**src/shared/burst_counter_pkg.sv**
```systemverilog
// Constants and types shared by the burst address counter block
package burst_counter_pkg;

   // Default address width and permitted range
   localparam int ADDR_WIDTH_DEFAULT = 17;
   localparam int ADDR_WIDTH_MIN     = 15;
   localparam int ADDR_WIDTH_MAX     = 17;

   // Readback pipeline depth in clock cycles
   localparam int READBACK_STAGES = 1;

   // Wrap flag value after reset (deasserted)
   localparam logic WRAP_FLAG_RESET = 1'b1;

   // Decoded operations
   typedef enum logic [3:0] {
      OP_HOLD      = 4'h0,
      OP_CNT_CLEAR = 4'h1,
      OP_CNT_LOAD  = 4'h2,
      OP_CNT_READ  = 4'h3,
      OP_CNT_INC   = 4'h4,
      OP_MSK_CLEAR = 4'h5,
      OP_MSK_LOAD  = 4'h6,
      OP_MSK_READ  = 4'h7,
      OP_RESERVED  = 4'h8
   } op_type;

endpackage : burst_counter_pkg

```
**src/logic/burst_op_decode.sv**
```systemverilog
// Operation decoder for the burst address counter
`timescale 1ns/1ps
module burst_op_decode
   import burst_counter_pkg::*;
(
   input  wire logic                  sel_counter,
   input  wire logic                  clear_n,
   input  wire logic                  strobe_n,
   input  wire logic                  enable_n,
   output burst_counter_pkg::op_type  op
);
   // Clear has priority, then strobe and enable pairs
   always_comb begin
      op = OP_HOLD;
      if (sel_counter) begin
         if (!clear_n) begin
            op = OP_CNT_CLEAR;
         end else if (!strobe_n && !enable_n) begin
            op = OP_CNT_LOAD;
         end else if (!strobe_n) begin
            op = OP_CNT_READ;
         end else if (!enable_n) begin
            op = OP_CNT_INC;
         end else begin
            op = OP_HOLD;
         end
      end else begin
         if (!clear_n) begin
            op = OP_MSK_CLEAR;
         end else if (!strobe_n && !enable_n) begin
            op = OP_MSK_LOAD;
         end else if (!strobe_n) begin
            op = OP_MSK_READ;
         end else begin
            op = OP_RESERVED;
         end
      end
   end
endmodule : burst_op_decode

```
**src/logic/burst_address_counter_mask.sv**
```systemverilog
// Per-port burst address counter with wrap mask and mirror
`timescale 1ns/1ps
module burst_address_counter_mask
   import burst_counter_pkg::*;
#(
   parameter int ADDR_WIDTH = burst_counter_pkg::ADDR_WIDTH_DEFAULT
) (
   input  wire logic                  clk,
   input  wire logic                  sys_rst,
   input  wire logic                  clk_en,
   input  wire logic                  master_clear_n,
   input  wire logic                  counter_or_mask_sel,
   input  wire logic                  counter_clear_n,
   input  wire logic                  addr_load_strobe_n,
   input  wire logic                  count_enable_n,
   input  wire logic                  chip_sel_low_n,
   input  wire logic                  chip_sel_high,
   input  wire logic [ADDR_WIDTH-1:0] addr_in,
   output logic      [ADDR_WIDTH-1:0] addr_out,
   output logic                       addr_oe,
   output logic                       data_tristate,
   output logic      [ADDR_WIDTH-1:0] array_addr,
   output logic                       wrap_flag_n
);
   import burst_counter_pkg::*;

   // Width check at elaboration: only the documented address widths are served
   if (ADDR_WIDTH < ADDR_WIDTH_MIN || ADDR_WIDTH > ADDR_WIDTH_MAX) begin : g_width_check
      $error("ADDR_WIDTH out of range");
   end

   localparam logic [ADDR_WIDTH-1:0] ALL_ONES  = {ADDR_WIDTH{1'b1}};
   localparam logic [ADDR_WIDTH-1:0] ALL_ZEROS = {ADDR_WIDTH{1'b0}};
   localparam logic [ADDR_WIDTH-1:0] STEP_ONE  = {{(ADDR_WIDTH-1){1'b0}}, 1'b1};
   localparam logic [ADDR_WIDTH-1:0] STEP_TWO  = {{(ADDR_WIDTH-2){1'b0}}, 2'b10};

   // Two-stage synchronisers for pin inputs
   logic                  sel_meta_reg,    sel_reg;
   logic                  clr_meta_reg,    clr_reg;
   logic                  stb_meta_reg,    stb_reg;
   logic                  en_meta_reg,     en_reg;
   logic                  csl_meta_reg,    csl_reg;
   logic                  csh_meta_reg,    csh_reg;
   logic [ADDR_WIDTH-1:0] addr_meta_reg,   addr_sync_reg;
   logic                  master_clear_n_meta_reg,   master_clear_n_sync_reg;

   logic [ADDR_WIDTH-1:0] counter_reg, counter_next;
   logic [ADDR_WIDTH-1:0] mask_reg,    mask_next;
   logic [ADDR_WIDTH-1:0] mirror_reg,  mirror_next;
   logic                  wrap_reg,    wrap_next;
   logic [ADDR_WIDTH-1:0] readback_reg;
   logic                  readback_valid_reg;
   logic                  tristate_reg;
   logic [ADDR_WIDTH-1:0] step;
   logic [ADDR_WIDTH-1:0] incremented;
   logic                  at_top;
   logic                  chip_selected;
   op_type                op;

   // Control pins pass two flops before any decode
   always_ff @(posedge clk) begin
      if (sys_rst) begin
         sel_meta_reg  <= 1'b1;
         sel_reg       <= 1'b1;
         clr_meta_reg  <= 1'b1;
         clr_reg       <= 1'b1;
         stb_meta_reg  <= 1'b1;
         stb_reg       <= 1'b1;
         en_meta_reg   <= 1'b1;
         en_reg        <= 1'b1;
         csl_meta_reg  <= 1'b1;
         csl_reg       <= 1'b1;
         csh_meta_reg  <= 1'b0;
         csh_reg       <= 1'b0;
         addr_meta_reg <= ALL_ZEROS;
         addr_sync_reg <= ALL_ZEROS;
      end else if (clk_en) begin
         sel_meta_reg  <= counter_or_mask_sel;
         sel_reg       <= sel_meta_reg;
         clr_meta_reg  <= counter_clear_n;
         clr_reg       <= clr_meta_reg;
         stb_meta_reg  <= addr_load_strobe_n;
         stb_reg       <= stb_meta_reg;
         en_meta_reg   <= count_enable_n;
         en_reg        <= en_meta_reg;
         csl_meta_reg  <= chip_sel_low_n;
         csl_reg       <= csl_meta_reg;
         csh_meta_reg  <= chip_sel_high;
         csh_reg       <= csh_meta_reg;
         addr_meta_reg <= addr_in;
         addr_sync_reg <= addr_meta_reg;
      end
   end

   // Master clear release is synchronised; assertion acts at once
   always_ff @(posedge clk or negedge master_clear_n) begin
      if (!master_clear_n) begin
         master_clear_n_meta_reg <= 1'b0;
         master_clear_n_sync_reg <= 1'b0;
      end else if (clk_en) begin
         master_clear_n_meta_reg <= 1'b1;
         master_clear_n_sync_reg <= master_clear_n_meta_reg;
      end
   end

   burst_op_decode u_decode (
      .sel_counter (sel_reg),
      .clear_n     (clr_reg),
      .strobe_n    (stb_reg),
      .enable_n    (en_reg),
      .op          (op)
   );

   // Increment arithmetic; masked bits take the old value
   always_comb begin
      step        = mask_reg[0] ? STEP_ONE : STEP_TWO;
      incremented = ((counter_reg + step) & mask_reg) | (counter_reg & ~mask_reg);
      at_top      = ((counter_reg | ~mask_reg) == ALL_ONES);
   end

   // Next-state selection per operation
   always_comb begin
      counter_next = counter_reg;
      mask_next    = mask_reg;
      mirror_next  = mirror_reg;
      wrap_next    = wrap_reg;
      case (op)
         OP_CNT_CLEAR: begin
            counter_next = counter_reg & ~mask_reg;
            mirror_next  = counter_reg & ~mask_reg;
            wrap_next    = 1'b1;
         end
         OP_CNT_LOAD: begin
            counter_next = addr_sync_reg;
            mirror_next  = addr_sync_reg;
            wrap_next    = 1'b1;
         end
         OP_CNT_INC: begin
            // Wrap back to mirror rather than roll to zero
            counter_next = at_top ? mirror_reg : incremented;
            wrap_next    = !(((at_top ? mirror_reg : incremented) | ~mask_reg) == ALL_ONES);
         end
         OP_MSK_CLEAR: begin
            mask_next = ALL_ONES;
            wrap_next = 1'b1;
         end
         OP_MSK_LOAD: begin
            mask_next = addr_sync_reg;
            wrap_next = 1'b1;
         end
         default: begin
            counter_next = counter_reg;
         end
      endcase
   end

   // Counter register; master clear acts at once, without a clock
   always_ff @(posedge clk or negedge master_clear_n) begin
      if (!master_clear_n) begin
         counter_reg <= ALL_ZEROS;
      end else if (sys_rst) begin
         counter_reg <= ALL_ZEROS;
      end else if (clk_en && master_clear_n_sync_reg) begin
         counter_reg <= counter_next;
      end
   end

   // Mask register; all ones leaves the whole counter free to run
   always_ff @(posedge clk or negedge master_clear_n) begin
      if (!master_clear_n) begin
         mask_reg <= ALL_ONES;
      end else if (sys_rst) begin
         mask_reg <= ALL_ONES;
      end else if (clk_en && master_clear_n_sync_reg) begin
         mask_reg <= mask_next;
      end
   end

   // Mirror register; keeps the block start so retransmit needs no reload
   always_ff @(posedge clk or negedge master_clear_n) begin
      if (!master_clear_n) begin
         mirror_reg <= ALL_ZEROS;
      end else if (sys_rst) begin
         mirror_reg <= ALL_ZEROS;
      end else if (clk_en && master_clear_n_sync_reg) begin
         mirror_reg <= mirror_next;
      end
   end

   // Wrap flag register; a flop keeps the pin free of decode glitches
   always_ff @(posedge clk or negedge master_clear_n) begin
      if (!master_clear_n) begin
         wrap_reg <= WRAP_FLAG_RESET;
      end else if (sys_rst) begin
         wrap_reg <= WRAP_FLAG_RESET;
      end else if (clk_en && master_clear_n_sync_reg) begin
         wrap_reg <= wrap_next;
      end
   end

   // Chip selection only affects the data-pin tristate, never counting
   assign chip_selected = !csl_reg && csh_reg;

   // Readback data: one stage onto the address lines, held until the next readback
   always_ff @(posedge clk) begin
      if (sys_rst) begin
         readback_reg <= ALL_ZEROS;
      end else if (clk_en) begin
         if (op == OP_CNT_READ) begin
            readback_reg <= counter_reg;
         end else if (op == OP_MSK_READ) begin
            readback_reg <= mask_reg;
         end
      end
   end

   // Address drive enable, high for one cycle per readback cycle
   always_ff @(posedge clk) begin
      if (sys_rst) begin
         readback_valid_reg <= 1'b0;
      end else if (clk_en) begin
         readback_valid_reg <= (op == OP_CNT_READ) || (op == OP_MSK_READ);
      end
   end

   // Data pins float during a readback while the port is selected
   always_ff @(posedge clk) begin
      if (sys_rst) begin
         tristate_reg <= 1'b0;
      end else if (clk_en) begin
         tristate_reg <= ((op == OP_CNT_READ) || (op == OP_MSK_READ)) && chip_selected;
      end
   end

   // Outputs; wrap flag is a flop so it may drive clear directly
   assign addr_out      = readback_reg;
   assign addr_oe       = readback_valid_reg;
   assign data_tristate = tristate_reg;
   assign array_addr    = counter_reg;
   assign wrap_flag_n   = wrap_reg;

   // Assertions
   a_load_copies_both: assert property (@(posedge clk) disable iff (sys_rst || !master_clear_n)
      (clk_en && master_clear_n_sync_reg && op == OP_CNT_LOAD) |=> (counter_reg == mirror_reg))
      else $error("load did not fill counter and mirror");

   a_readback_counter: assert property (@(posedge clk) disable iff (sys_rst || !master_clear_n)
      (clk_en && op == OP_CNT_READ) |=> (addr_oe && addr_out == $past(counter_reg)))
      else $error("counter readback wrong");

   a_readback_mask: assert property (@(posedge clk) disable iff (sys_rst || !master_clear_n)
      (clk_en && op == OP_MSK_READ) |=> (addr_oe && addr_out == $past(mask_reg)))
      else $error("mask readback wrong");

   a_tristate_selected: assert property (@(posedge clk) disable iff (sys_rst || !master_clear_n)
      (clk_en && op == OP_CNT_READ && chip_selected) |=> data_tristate)
      else $error("data not tristated on readback");

   a_masked_bits_hold: assert property (@(posedge clk) disable iff (sys_rst || !master_clear_n)
      (clk_en && master_clear_n_sync_reg && op == OP_CNT_INC && !at_top)
      |=> ((counter_reg & ~mask_reg) == ($past(counter_reg) & ~mask_reg)))
      else $error("masked bits changed");

   a_step_size: assert property (@(posedge clk) disable iff (sys_rst || !master_clear_n)
      (clk_en && master_clear_n_sync_reg && op == OP_CNT_INC && !at_top && mask_reg == ALL_ONES)
      |=> (counter_reg == $past(counter_reg) + STEP_ONE))
      else $error("step by one failed");

   a_wrap_mirror: assert property (@(posedge clk) disable iff (sys_rst || !master_clear_n)
      (clk_en && master_clear_n_sync_reg && op == OP_CNT_INC && at_top) |=> (counter_reg == $past(mirror_reg)))
      else $error("no wrap to mirror");

   a_flag_low_top: assert property (@(posedge clk) disable iff (sys_rst || !master_clear_n)
      (!wrap_flag_n) |-> at_top)
      else $error("wrap flag low off top");

   a_hold_stable: assert property (@(posedge clk) disable iff (sys_rst || !master_clear_n)
      (clk_en && op == OP_HOLD) |=> $stable(counter_reg) && $stable(mask_reg) && $stable(mirror_reg))
      else $error("hold changed registers");

   a_mask_clear: assert property (@(posedge clk) disable iff (sys_rst || !master_clear_n)
      (clk_en && master_clear_n_sync_reg && op == OP_MSK_CLEAR) |=> (mask_reg == ALL_ONES && wrap_flag_n))
      else $error("mask clear failed");

   a_load_addr_value: assert property (@(posedge clk) disable iff (sys_rst || !master_clear_n)
      (clk_en && master_clear_n_sync_reg && op == OP_CNT_LOAD)
      |=> (counter_reg == $past(addr_sync_reg) && mirror_reg == $past(addr_sync_reg)))
      else $error("load value not taken from address lines");

   a_step_two: assert property (@(posedge clk) disable iff (sys_rst || !master_clear_n)
      (clk_en && master_clear_n_sync_reg && op == OP_CNT_INC && !at_top && !mask_reg[0])
      |=> (counter_reg[0] == $past(counter_reg[0])
           && (counter_reg & mask_reg) == (($past(counter_reg) + STEP_TWO) & mask_reg)))
      else $error("step by two failed");

   a_flag_low_reach: assert property (@(posedge clk) disable iff (sys_rst || !master_clear_n)
      (clk_en && master_clear_n_sync_reg && op == OP_CNT_INC && !at_top && ((incremented | ~mask_reg) == ALL_ONES))
      |=> !wrap_flag_n)
      else $error("wrap flag not low at top");

   a_flag_tracks_result: assert property (@(posedge clk) disable iff (sys_rst || !master_clear_n)
      (clk_en && master_clear_n_sync_reg && op == OP_CNT_INC)
      |=> (wrap_flag_n == ((counter_reg | ~mask_reg) != ALL_ONES)))
      else $error("wrap flag does not match increment result");

   a_flag_high_ops: assert property (@(posedge clk) disable iff (sys_rst || !master_clear_n)
      (clk_en && master_clear_n_sync_reg && (op == OP_CNT_CLEAR || op == OP_CNT_LOAD || op == OP_MSK_CLEAR
                                   || op == OP_MSK_LOAD))
      |=> wrap_flag_n)
      else $error("wrap flag not released");

   a_mask_load_value: assert property (@(posedge clk) disable iff (sys_rst || !master_clear_n)
      (clk_en && master_clear_n_sync_reg && op == OP_MSK_LOAD)
      |=> (mask_reg == $past(addr_sync_reg)))
      else $error("mask load value wrong");

   a_clear_keeps_masked: assert property (@(posedge clk) disable iff (sys_rst || !master_clear_n)
      (clk_en && master_clear_n_sync_reg && op == OP_CNT_CLEAR)
      |=> ((counter_reg & mask_reg) == ALL_ZEROS && mirror_reg == counter_reg
           && (counter_reg & ~mask_reg) == ($past(counter_reg) & ~mask_reg)))
      else $error("counter clear wrong");

   a_reserved_keeps: assert property (@(posedge clk) disable iff (sys_rst || !master_clear_n)
      (clk_en && op == OP_RESERVED)
      |=> ($stable(counter_reg) && $stable(mask_reg) && $stable(mirror_reg) && $stable(wrap_reg)))
      else $error("reserved operation changed state");

   a_tristate_mask_read: assert property (@(posedge clk) disable iff (sys_rst || !master_clear_n)
      (clk_en && op == OP_MSK_READ && chip_selected) |=> data_tristate)
      else $error("data not tristated on mask readback");

   a_tristate_only_read: assert property (@(posedge clk) disable iff (sys_rst || !master_clear_n)
      (clk_en && op != OP_CNT_READ && op != OP_MSK_READ) |=> !data_tristate)
      else $error("data tristated without readback");

   a_readback_pulse: assert property (@(posedge clk) disable iff (sys_rst || !master_clear_n)
      (clk_en && op != OP_CNT_READ && op != OP_MSK_READ) |=> !addr_oe)
      else $error("address lines driven without readback");

   a_mirror_stable: assert property (@(posedge clk) disable iff (sys_rst || !master_clear_n)
      (clk_en && op != OP_CNT_LOAD && op != OP_CNT_CLEAR) |=> $stable(mirror_reg))
      else $error("mirror changed outside load or clear");
endmodule : burst_address_counter_mask

```
**config.mk**
```make
export PLATFORM = sky130hd
export DESIGN_NAME = burst_address_counter_mask
export DESIGN_NICKNAME = d
export VERILOG_FILES = /design/src/shared/burst_counter_pkg.sv /design/src/logic/burst_op_decode.sv /design/src/logic/burst_address_counter_mask.sv
export SDC_FILE = /design/constraint.sdc
export NUM_CORES = 1
export LEC_CHECK = 0
export BUFFER_PORTS_ARGS = -buffer_cell sky130_fd_sc_hd__buf_2
export CAP_MARGIN = 30
export CORE_ASPECT_RATIO = 0.5
export CORE_MARGIN = 8
export CORE_UTILIZATION = 45
export CTS_CLUSTER_SIZE = 28
export DETAILED_ROUTE_END_ITERATION = 16
export PLACE_DENSITY_LB_ADDON = 0.08
export SLEW_MARGIN = 10
export SYNTH_ARGS = -nofsm -noshare
export SYNTH_HDL_FRONTEND = slang
export SYNTH_SLANG_ARGS = --single-unit
```
**constraint.sdc**
```tcl
create_clock -name clk -period 3.9 [get_ports clk]
set_input_delay 0.78 -clock clk [delete_from_list [all_inputs] [get_ports clk]]
set_output_delay 0.78 -clock clk [all_outputs]
set_load 0.03 [all_outputs]
```
-- Word-level counts from Yosys, hierarchy flattened
Cells that the tools add are included.
- bits in read-only memories: 0
- logic and storage cells: 84
- output and inout port bits: 37
- bits in latches: 0
- bits in writable memories: 0
- bits in registers: 119
- memories kept: 0
- reductions and logical operators: 21
- bitwise gates (word level): 6
- add/subtract/negate cells: 1
- multiply operators: 0
- equality and inequality tests: 9
- mux-type cells: 24
- magnitude comparators: 0
- shift operators: 0
- divide/modulo/power cells: 0
- operator list (kind ; count):
    $mux 17 ; 9
    $pmux 17 s2 ; 2
    $or 17x17->17 ; 3
    $pmux 17 s3 ; 1
    $and 17x17->17 ; 2
    $eq 17x17->1 const B ; 2
    $mux 4 ; 7
    $add 17x2->17 ; 1
    $not 17->17 ; 1
    $eq 4x3->1 const B ; 4
    $reduce_and 2->1 ; 5
    $reduce_bool 3->1 ; 3
    $eq 4x2->1 const B ; 2
    $eq 4x1->1 const B ; 1
    $logic_and 1x1->1 ; 4
    $logic_not 1->1 ; 4
    $reduce_bool 2->1 ; 2
    $reduce_bool 4->1 ; 1
    $reduce_or 4->1 ; 1
    $mux 3 ; 1
    $mux 1 ; 2
    $mux 2 ; 1
    $pmux 1 s2 ; 1
    $logic_or 1x1->1 ; 1

-- Logic depth before layout (Yosys ltp)
Gate-level depths: netlist (run 1).
- word-level depth: 11
- mapped depth: 11
- mapped depth without buffers: 11

-- Modules after synthesis
A second synthesis (run 1) with hierarchy kept.
- cells, all modules: 706
- area, all modules: 6517.5 sq um
- by module, submodules not included (module ; cells an instance ; instances ; area an instance (sq um)):
    burst_address_counter_mask ; 699 ; 1 ; 6466.2
    burst_op_decode ; 7 ; 1 ; 51.3

-- Least setup slack after synthesis (run 1)
No wires, ideal clock.
- path type: register to register
- start point: register counter_reg[0] (netlist: array_addr[0])
- end point: register counter_reg[12] (netlist: array_addr[12])
- cell stages (with the launch flop): 12
- arrival time: 2.672 ns
- clock period less this slack: 2.796 ns
- library setup time: 0.124 ns
- path slack: 1.104 ns
- cell sequence: dfrtp_1 > ha_1 > inv_1 > fa_1 > nand3b_1 > nor3b_1 > nand4_1 > xor2_1 > nand2_1 > o211ai_1 > a21boi_0 > a211o_1
- cells in the longest elaborated chain, start to end: 7
- elaborated cells between the ends (all ways): 9
- those cells by class: 1 x add/sub; 1 x eq/ne; 4 x mux; 3 x bitwise
- RTL lines (what ; RTL line ; source):
    from (decl) ; burst_address_counter_mask.sv:47 ; logic [ADDR_WIDTH-1:0] counter_reg, counter_next;
    from (signal assigned) ; burst_address_counter_mask.sv:164 ; counter_reg <= counter_next;
    $add 17x2->17 ; burst_address_counter_mask.sv:117 ; incremented = ((counter_reg + step) & mask_reg) | (counter_reg & ~mask_reg);
    $and 17x17->17 ; burst_address_counter_mask.sv:117 ;
    $or 17x17->17 ; burst_address_counter_mask.sv:117 ;
    $mux 17 * ; burst_address_counter_mask.sv:140 ; counter_next = at_top ? mirror_reg : incremented;
    $pmux 17 s3 * ; burst_address_counter_mask.sv:127 ; case (op)
    $mux 17 * ; burst_address_counter_mask.sv:163 ; end else if (clk_en && master_clear_n_sync_reg) begin
    $mux 17 * ; burst_address_counter_mask.sv:161 ; end else if (sys_rst) begin
Mark *: on every way between the ends. The rest lies on a longest branch, timed or not. The select of a mux whose other input is x is not followed.
A chain may end at the register's enable or synchronous reset.

-- Worst setup path in the final report (run 1)
- start point: register mask_reg[0]
- end point: register counter_reg[16] (netlist: array_addr[16])
- cells in the longest elaborated chain, start to end: 8
- elaborated cells between the ends (all ways): 11
- those cells by class: 1 x add/sub; 1 x eq/ne; 5 x mux; 4 x bitwise
- RTL lines (what ; RTL line ; source):
    from (decl) ; burst_address_counter_mask.sv:48 ; logic [ADDR_WIDTH-1:0] mask_reg, mask_next;
    from (signal assigned) ; burst_address_counter_mask.sv:175 ; mask_reg <= mask_next;
    $mux 2 ; burst_address_counter_mask.sv:116 ; step = mask_reg[0] ? STEP_ONE : STEP_TWO;
    $add 17x2->17 ; burst_address_counter_mask.sv:117 ;
    $and 17x17->17 ; burst_address_counter_mask.sv:117 ;
    $or 17x17->17 ; burst_address_counter_mask.sv:117 ;
    $mux 17 * ; burst_address_counter_mask.sv:140 ;
    $pmux 17 s3 * ; burst_address_counter_mask.sv:127 ;
    $mux 17 * ; burst_address_counter_mask.sv:163 ;
    $mux 17 * ; burst_address_counter_mask.sv:161 ;
Marks and branches as above.

==> out/metrics.cfg, run 1 <==
[sta]
fin_crit_sh_pct = 78.5
max_slew.worst_pin.slew_ps = 951
finalMaxSlewViolations = 0
hold_viol = 0
fin_skew_ps = 14.7
rsz0062_at_grt = false
finalCriticalPeriod_ps = 3060
setup_viol = 0
setup_tns_ps = 0
fmax_ghz = 0.327
relSlewSlack_pct = 36.4

[run]
max-cap-violations = 0

[logic_synthesis]
ys_warn_count = 0
synth_edf_count = 0
syn_area_per_cell_um2 = 9.00
synth_top_area_share_pct = 21.1
synthArstFlopShare_pct = 45.4
synth_most_common_cell = nor2_1
synth_common_cells = 74 x nor2_1, 65 x dfxtp_1, 60 x a21oi_1
yosysUniqueCellTypes = 60
synth_cells = 686
yosysSeqAreaShare_pct = 43.3
ys_top_cells_by_area = dfxtp_1 21%, dfrtp_1 15%, dfstp_2 7.7%
ys_seq_elements = 119
ys.flop_type = dfxtp_1
syn_nets = 718
synth_area_um2 = 6180
yosysTopAreaCell = dfxtp_1

[hold_path]
hold_class = primary input to asynchronous set/reset pin

[global_route]
antenna_found_initial = 0
grt.overflow.total = 0
grt_use_total_pct = 21.3
grt_pass1_vias = 5191
grt_pass1_wl_um = 30300
grt_start_max_net_pins = 60

[routing]
totalWireLength_um = 18600
vias = 5338
initialDrtViolationCount = 519
route.met2.wl_um = 7240
antenna_left = 0
via_per_inst = 5.82
wl_met1_um = 9350
top_layer_used = met4
drtPass1Iterations = 5
dr_wl_met3_um = 1880
routedWlPerCell_um = 20.3
drc_errors = 0

[power_and_ir_drop]
power_leakage_nw = 3.10
ir_worst_vdd_v = 0.000183
power_density_nw_per_um2 = 436
power.total_mw = 3.14

[cells_and_area]
drive_gt1_share_pct = 20.1
syn2layout_area_growth_pct = 16.7
diodes = 0
layout.nets = 760

[critical_path]
worstPathRequired_ps = 4190
cp_data_arrival_time_ps = 3350
cp_max_fo = 6
critPathSlowestCell = dfstp_2
critPathTopFamily = simple AND/OR/NAND/NOR gates
cpPeakStageDelay_ps = 590
path_buf_inv = 1
endpoint_kind = register
crit_chain = ha_1 -> inv_1 -> fa_1 -> nand3b_1 -> nor2_1 -> and2_1 -> nand4_1 -> xnor2_1 -> o21ai_0 -> a221o_1 -> a22o_1
critical_path_class = register to register
crit_path_start_kind = register

[floorplan]
core_um2 = 13500
die_width_um = 182
die_area_um2 = 18000
io_pins = 64
row_count = 30
start_util_pct = 45.8
die_h_um = 98.8

[cts]
clk_latency_ps = 420
ctsRootBufferMaster = clkbuf_16
cts_buffers = 17
cts_resized = 0
path_clk_slew_ps = 60
post-cts-setup-buffers = 0
htreeDepth = 4
tritoncts = done
holdBufCountCts = 0
clock_path_buffers = 2
cts.sink_count = 119

[place]
hpwl_um = 12900
place_congestion = 0.870
port_buffers = 63

[outcome]
status = finished clean

## worst reg2reg max path: stages (launching register included)
cell      delay [ps]
dfstp_2          590
ha_1             200
inv_1             60
fa_1             440
nand3b_1         250
nor2_1           270
and2_1           250
nand4_1          130
xnor2_1          160
o21ai_0          100
a221o_1          300
a22o_1           200
## cells in the final DEF (no fill, tap or decap), types with 12 or more instances in the layout
| cell type | Yosys | layout |
|---|---|---|
| inv_1 | 25 | 25 |
| nor2_1 | 74 | 73 |
| dfxtp_1 | 65 | 65 |
| dfstp_2 | 18 | 18 |
| clkbuf_16 | 0 | 17 |
| nand2_1 | 59 | 59 |
| xnor2_1 | 12 | 12 |
| o31ai_1 | 12 | 12 |
| buf_4 | 0 | 20 |
| mux2i_1 | 39 | 39 |
| xor2_1 | 16 | 16 |
| o221ai_1 | 17 | 17 |
| a211oi_1 | 23 | 23 |
| nor2b_1 | 13 | 12 |
| o21ai_0 | 16 | 16 |
| dfrtp_1 | 36 | 36 |
| nor3b_1 | 14 | 13 |
| o22a_1 | 17 | 17 |
| a21oi_1 | 60 | 60 |
| buf_2 | 17 | 62 |
## metrics by stage
step / std cells / worst slack [ps] / hold slack [ps] / utilization (%) / instance area [µm²]
after global routing: 917 / 627 / 424 / 53.5 / 7200
after floorplan: 686 / 1100 / 431 / - / 6180
after detailed placement: 884 / 884 / 442 / 49.2 / 6630
after CTS: 916 / 853 / 393 / 53.4 / 7200
final: 917 / 839 / 387 / 53.5 / 7200
after global placement: 883 / 957 / 438 / 49.1 / 6610
## path summary, 6_finish.rpt
path,slack [ps],cells past startpoint,startpoint,endpoint
worst max-delay path,840,11,mask_reg[0],array_addr[16]
worst min-delay path,390,1,master_clear_n,mirror_reg[7]
worst max register to register,840,11,mask_reg[0],array_addr[16]
worst min register to register,450,2,addr_out[5],addr_out[5]
max in group asynchronous,2710,3,master_clear_n,mask_reg[13]
min in group clk,450,2,addr_out[5],addr_out[5]
## kinds of logic after synthesis
logic type	synth area share [%]
buf+inv	5.81
compound gates	22.9
mux	7.11
fa+ha+maj	1.13
xor+xnor	3.97
simple gates	15.8
flops	43.3
## report_power, final
| group | switching, mW | total (mW) | internal [mW] |
|---|---|---|---|
| combinational | 0.192 | 0.304 | 0.112 |
| sequential | 0.0610 | 1.34 | 1.28 |
| clock | 0.647 | 1.50 | 0.856 |
| total | 0.900 | 3.14 | 2.24 |
## final cells by class
cell class              instances  area (µm²)
fillers                      1259        6270
multi-input cells             481        3160
flip-flops and latches        119        2680
repair buffers                 83         480
clock buffers                  18         439
well taps                     176         220
clock inverters                14         128
inverters                      26        97.6
## layer usage
| metal | GRT usage (%) | vias to the layer above |
|---|---|---|
| li1 | - | 2554 |
| met1 | 31.1 | 2558 |
| met2 | 28.4 | 209 |
| met3 | 8.22 | 17 |
| met4 | 4.95 | 0 |
| met5 | 0 | - |
(Power assumes the default switching activity.)
==> run 2, diff against run 1 <==
- clock period: 3.9 -> 2.9 ns (I/O delays scaled with it)
==> out/metrics.cfg, run 2 (synthesis results as in run 1) <==
[global_route]
grt_pass1_wl_um = 31400
antenna_found_initial = 0
grt_start_max_net_pins = 56
grt.overflow.total = 0
grt_pass1_vias = 5447
grt_use_total_pct = 22.0

[sta]
max_slew.worst_pin.slew_ps = 775
fin_skew_ps = 6.82
fmax_ghz = 0.364
setup_viol = 0
finalMaxSlewViolations = 0
hold_viol = 0
finalCriticalPeriod_ps = 2750
setup_tns_ps = 0
relSlewSlack_pct = 48.1
fin_crit_sh_pct = 94.9
rsz0062_at_grt = false

[place]
port_buffers = 63
hpwl_um = 13600
place_congestion = 0.891

[cells_and_area]
diodes = 0
syn2layout_area_growth_pct = 20.3
drive_gt1_share_pct = 23.2
layout.nets = 787
layout_commonest_cell = nor2_1
final_cell_mix = 72 x nor2_1, 65 x dfxtp_1, 62 x buf_2

[routing]
antenna_left = 0
totalWireLength_um = 19400
routedWlPerCell_um = 20.6
via_per_inst = 5.91
drtPass1Iterations = 5
vias = 5580
initialDrtViolationCount = 635
drc_errors = 0

[floorplan]
row_count = 30
die_area_um2 = 18000
die_h_um = 98.8
io_pins = 64
die_width_um = 182
start_util_pct = 45.8
core_um2 = 13500

[run]
max-cap-violations = 0

[cts]
clock_path_buffers = 2
cts.sink_count = 119
htreeDepth = 4
path_clk_slew_ps = 60
ctsRootBufferMaster = clkbuf_16
tritoncts = done
clk_latency_ps = 410
cts_buffers = 17

[critical_path]
endpoint_kind = register
worstPathRequired_ps = 3200
critical_path_class = register to register
cp_data_arrival_time_ps = 3050
cp_max_fo = 4
worstRegToRegCells = 11
crit_path_start_kind = register

[power_and_ir_drop]
power.total_mw = 4.26
power_leakage_nw = 3.25
ir_worst_vdd_v = 0.000311
power_density_nw_per_um2 = 573

[outcome]
status = finished clean

[hold_path]
hold_class = primary input to asynchronous set/reset pin

run 2: cell count changes in the layout (fill, tap and decap cells not counted), sizes merged:
cell / before / now
clkbuf: 18 / 19
inv: 34 / 29
buf: 83 / 110
clkinvlp: 2 / 0
bufinv: 0 / 1
clkinv: 4 / 9
run 2: report_power, final:
part           total (mW)  internal (mW)  switching, mW
Combinational       0.446          0.161          0.285
Clock                2.03           1.21          0.819
Sequential           1.78           1.72         0.0621
Total                4.26           3.09           1.17
run 2: layer usage:
layer | track usage [%] | part of all wire [%] | vias to the layer above
li1 | - | - | 2618
met1 | 32.4 | 50 | 2694
met2 | 29.7 | 39 | 240
met3 | 7.75 | 9.6 | 28
met4 | 5.32 | 1.1 | 0
met5 | 0 | 0 | -
run 2: per-stage QoR:
stage / worst slack, ps / area, µm² / instances / util, % / hold WS (ps)
3_3_place_gp: 173 / 6850 / 911 / 50.8 / 438
4_1_cts: 96.9 / 7410 / 943 / 55.0 / 255
6_report: 149 / 7430 / 944 / 55.1 / 228
3_5_place_dp: 136 / 6850 / 911 / 50.8 / 441
2_1_floorplan: 104 / 6180 / 686 / - / 284
5_1_grt: 6.27 / 7430 / 944 / 55.1 / 268
run 2: final timing paths:
path / startpoint / end / slack (ps)
max: mask_reg[0] / array_addr[16] / 150
min: master_clear_n / mirror_reg[12] / 230
max reg2reg: mask_reg[0] / array_addr[16] / 150
min reg2reg: addr_out[6] / addr_out[6] / 440
max in group asynchronous: master_clear_n / mask_reg[0] / 1990
min in group clk: chip_sel_low_n / csl_meta_reg / 380
run 2: repair_timing:
action,in CTS,in global routing
endpoints found under the setup margin,0,5
hold buffers,0,0
gates resized for setup,0,4
buffers inserted,0,1
run 2: layout make-up:
| class | count | area, µm² |
|---|---|---|
| clock buffers | 19 | 443 |
| clock inverters | 13 | 124 |
| fillers | 1237 | 6050 |
| inverters | 26 | 97.6 |
| multi-input cells | 481 | 3170 |
| flip-flops and latches | 119 | 2680 |
| well taps | 176 | 220 |
| repair buffers | 110 | 696 |
run 2: critical path, stage by stage (launching register included):
cell	delay, ps
dfstp_2	530
ha_1	180
inv_1	60
fa_1	370
nand3b_1	250
nor2_2	160
and2_4	190
nand4_1	120
xnor2_1	170
o21ai_0	110
a221o_1	310
a22o_1	190
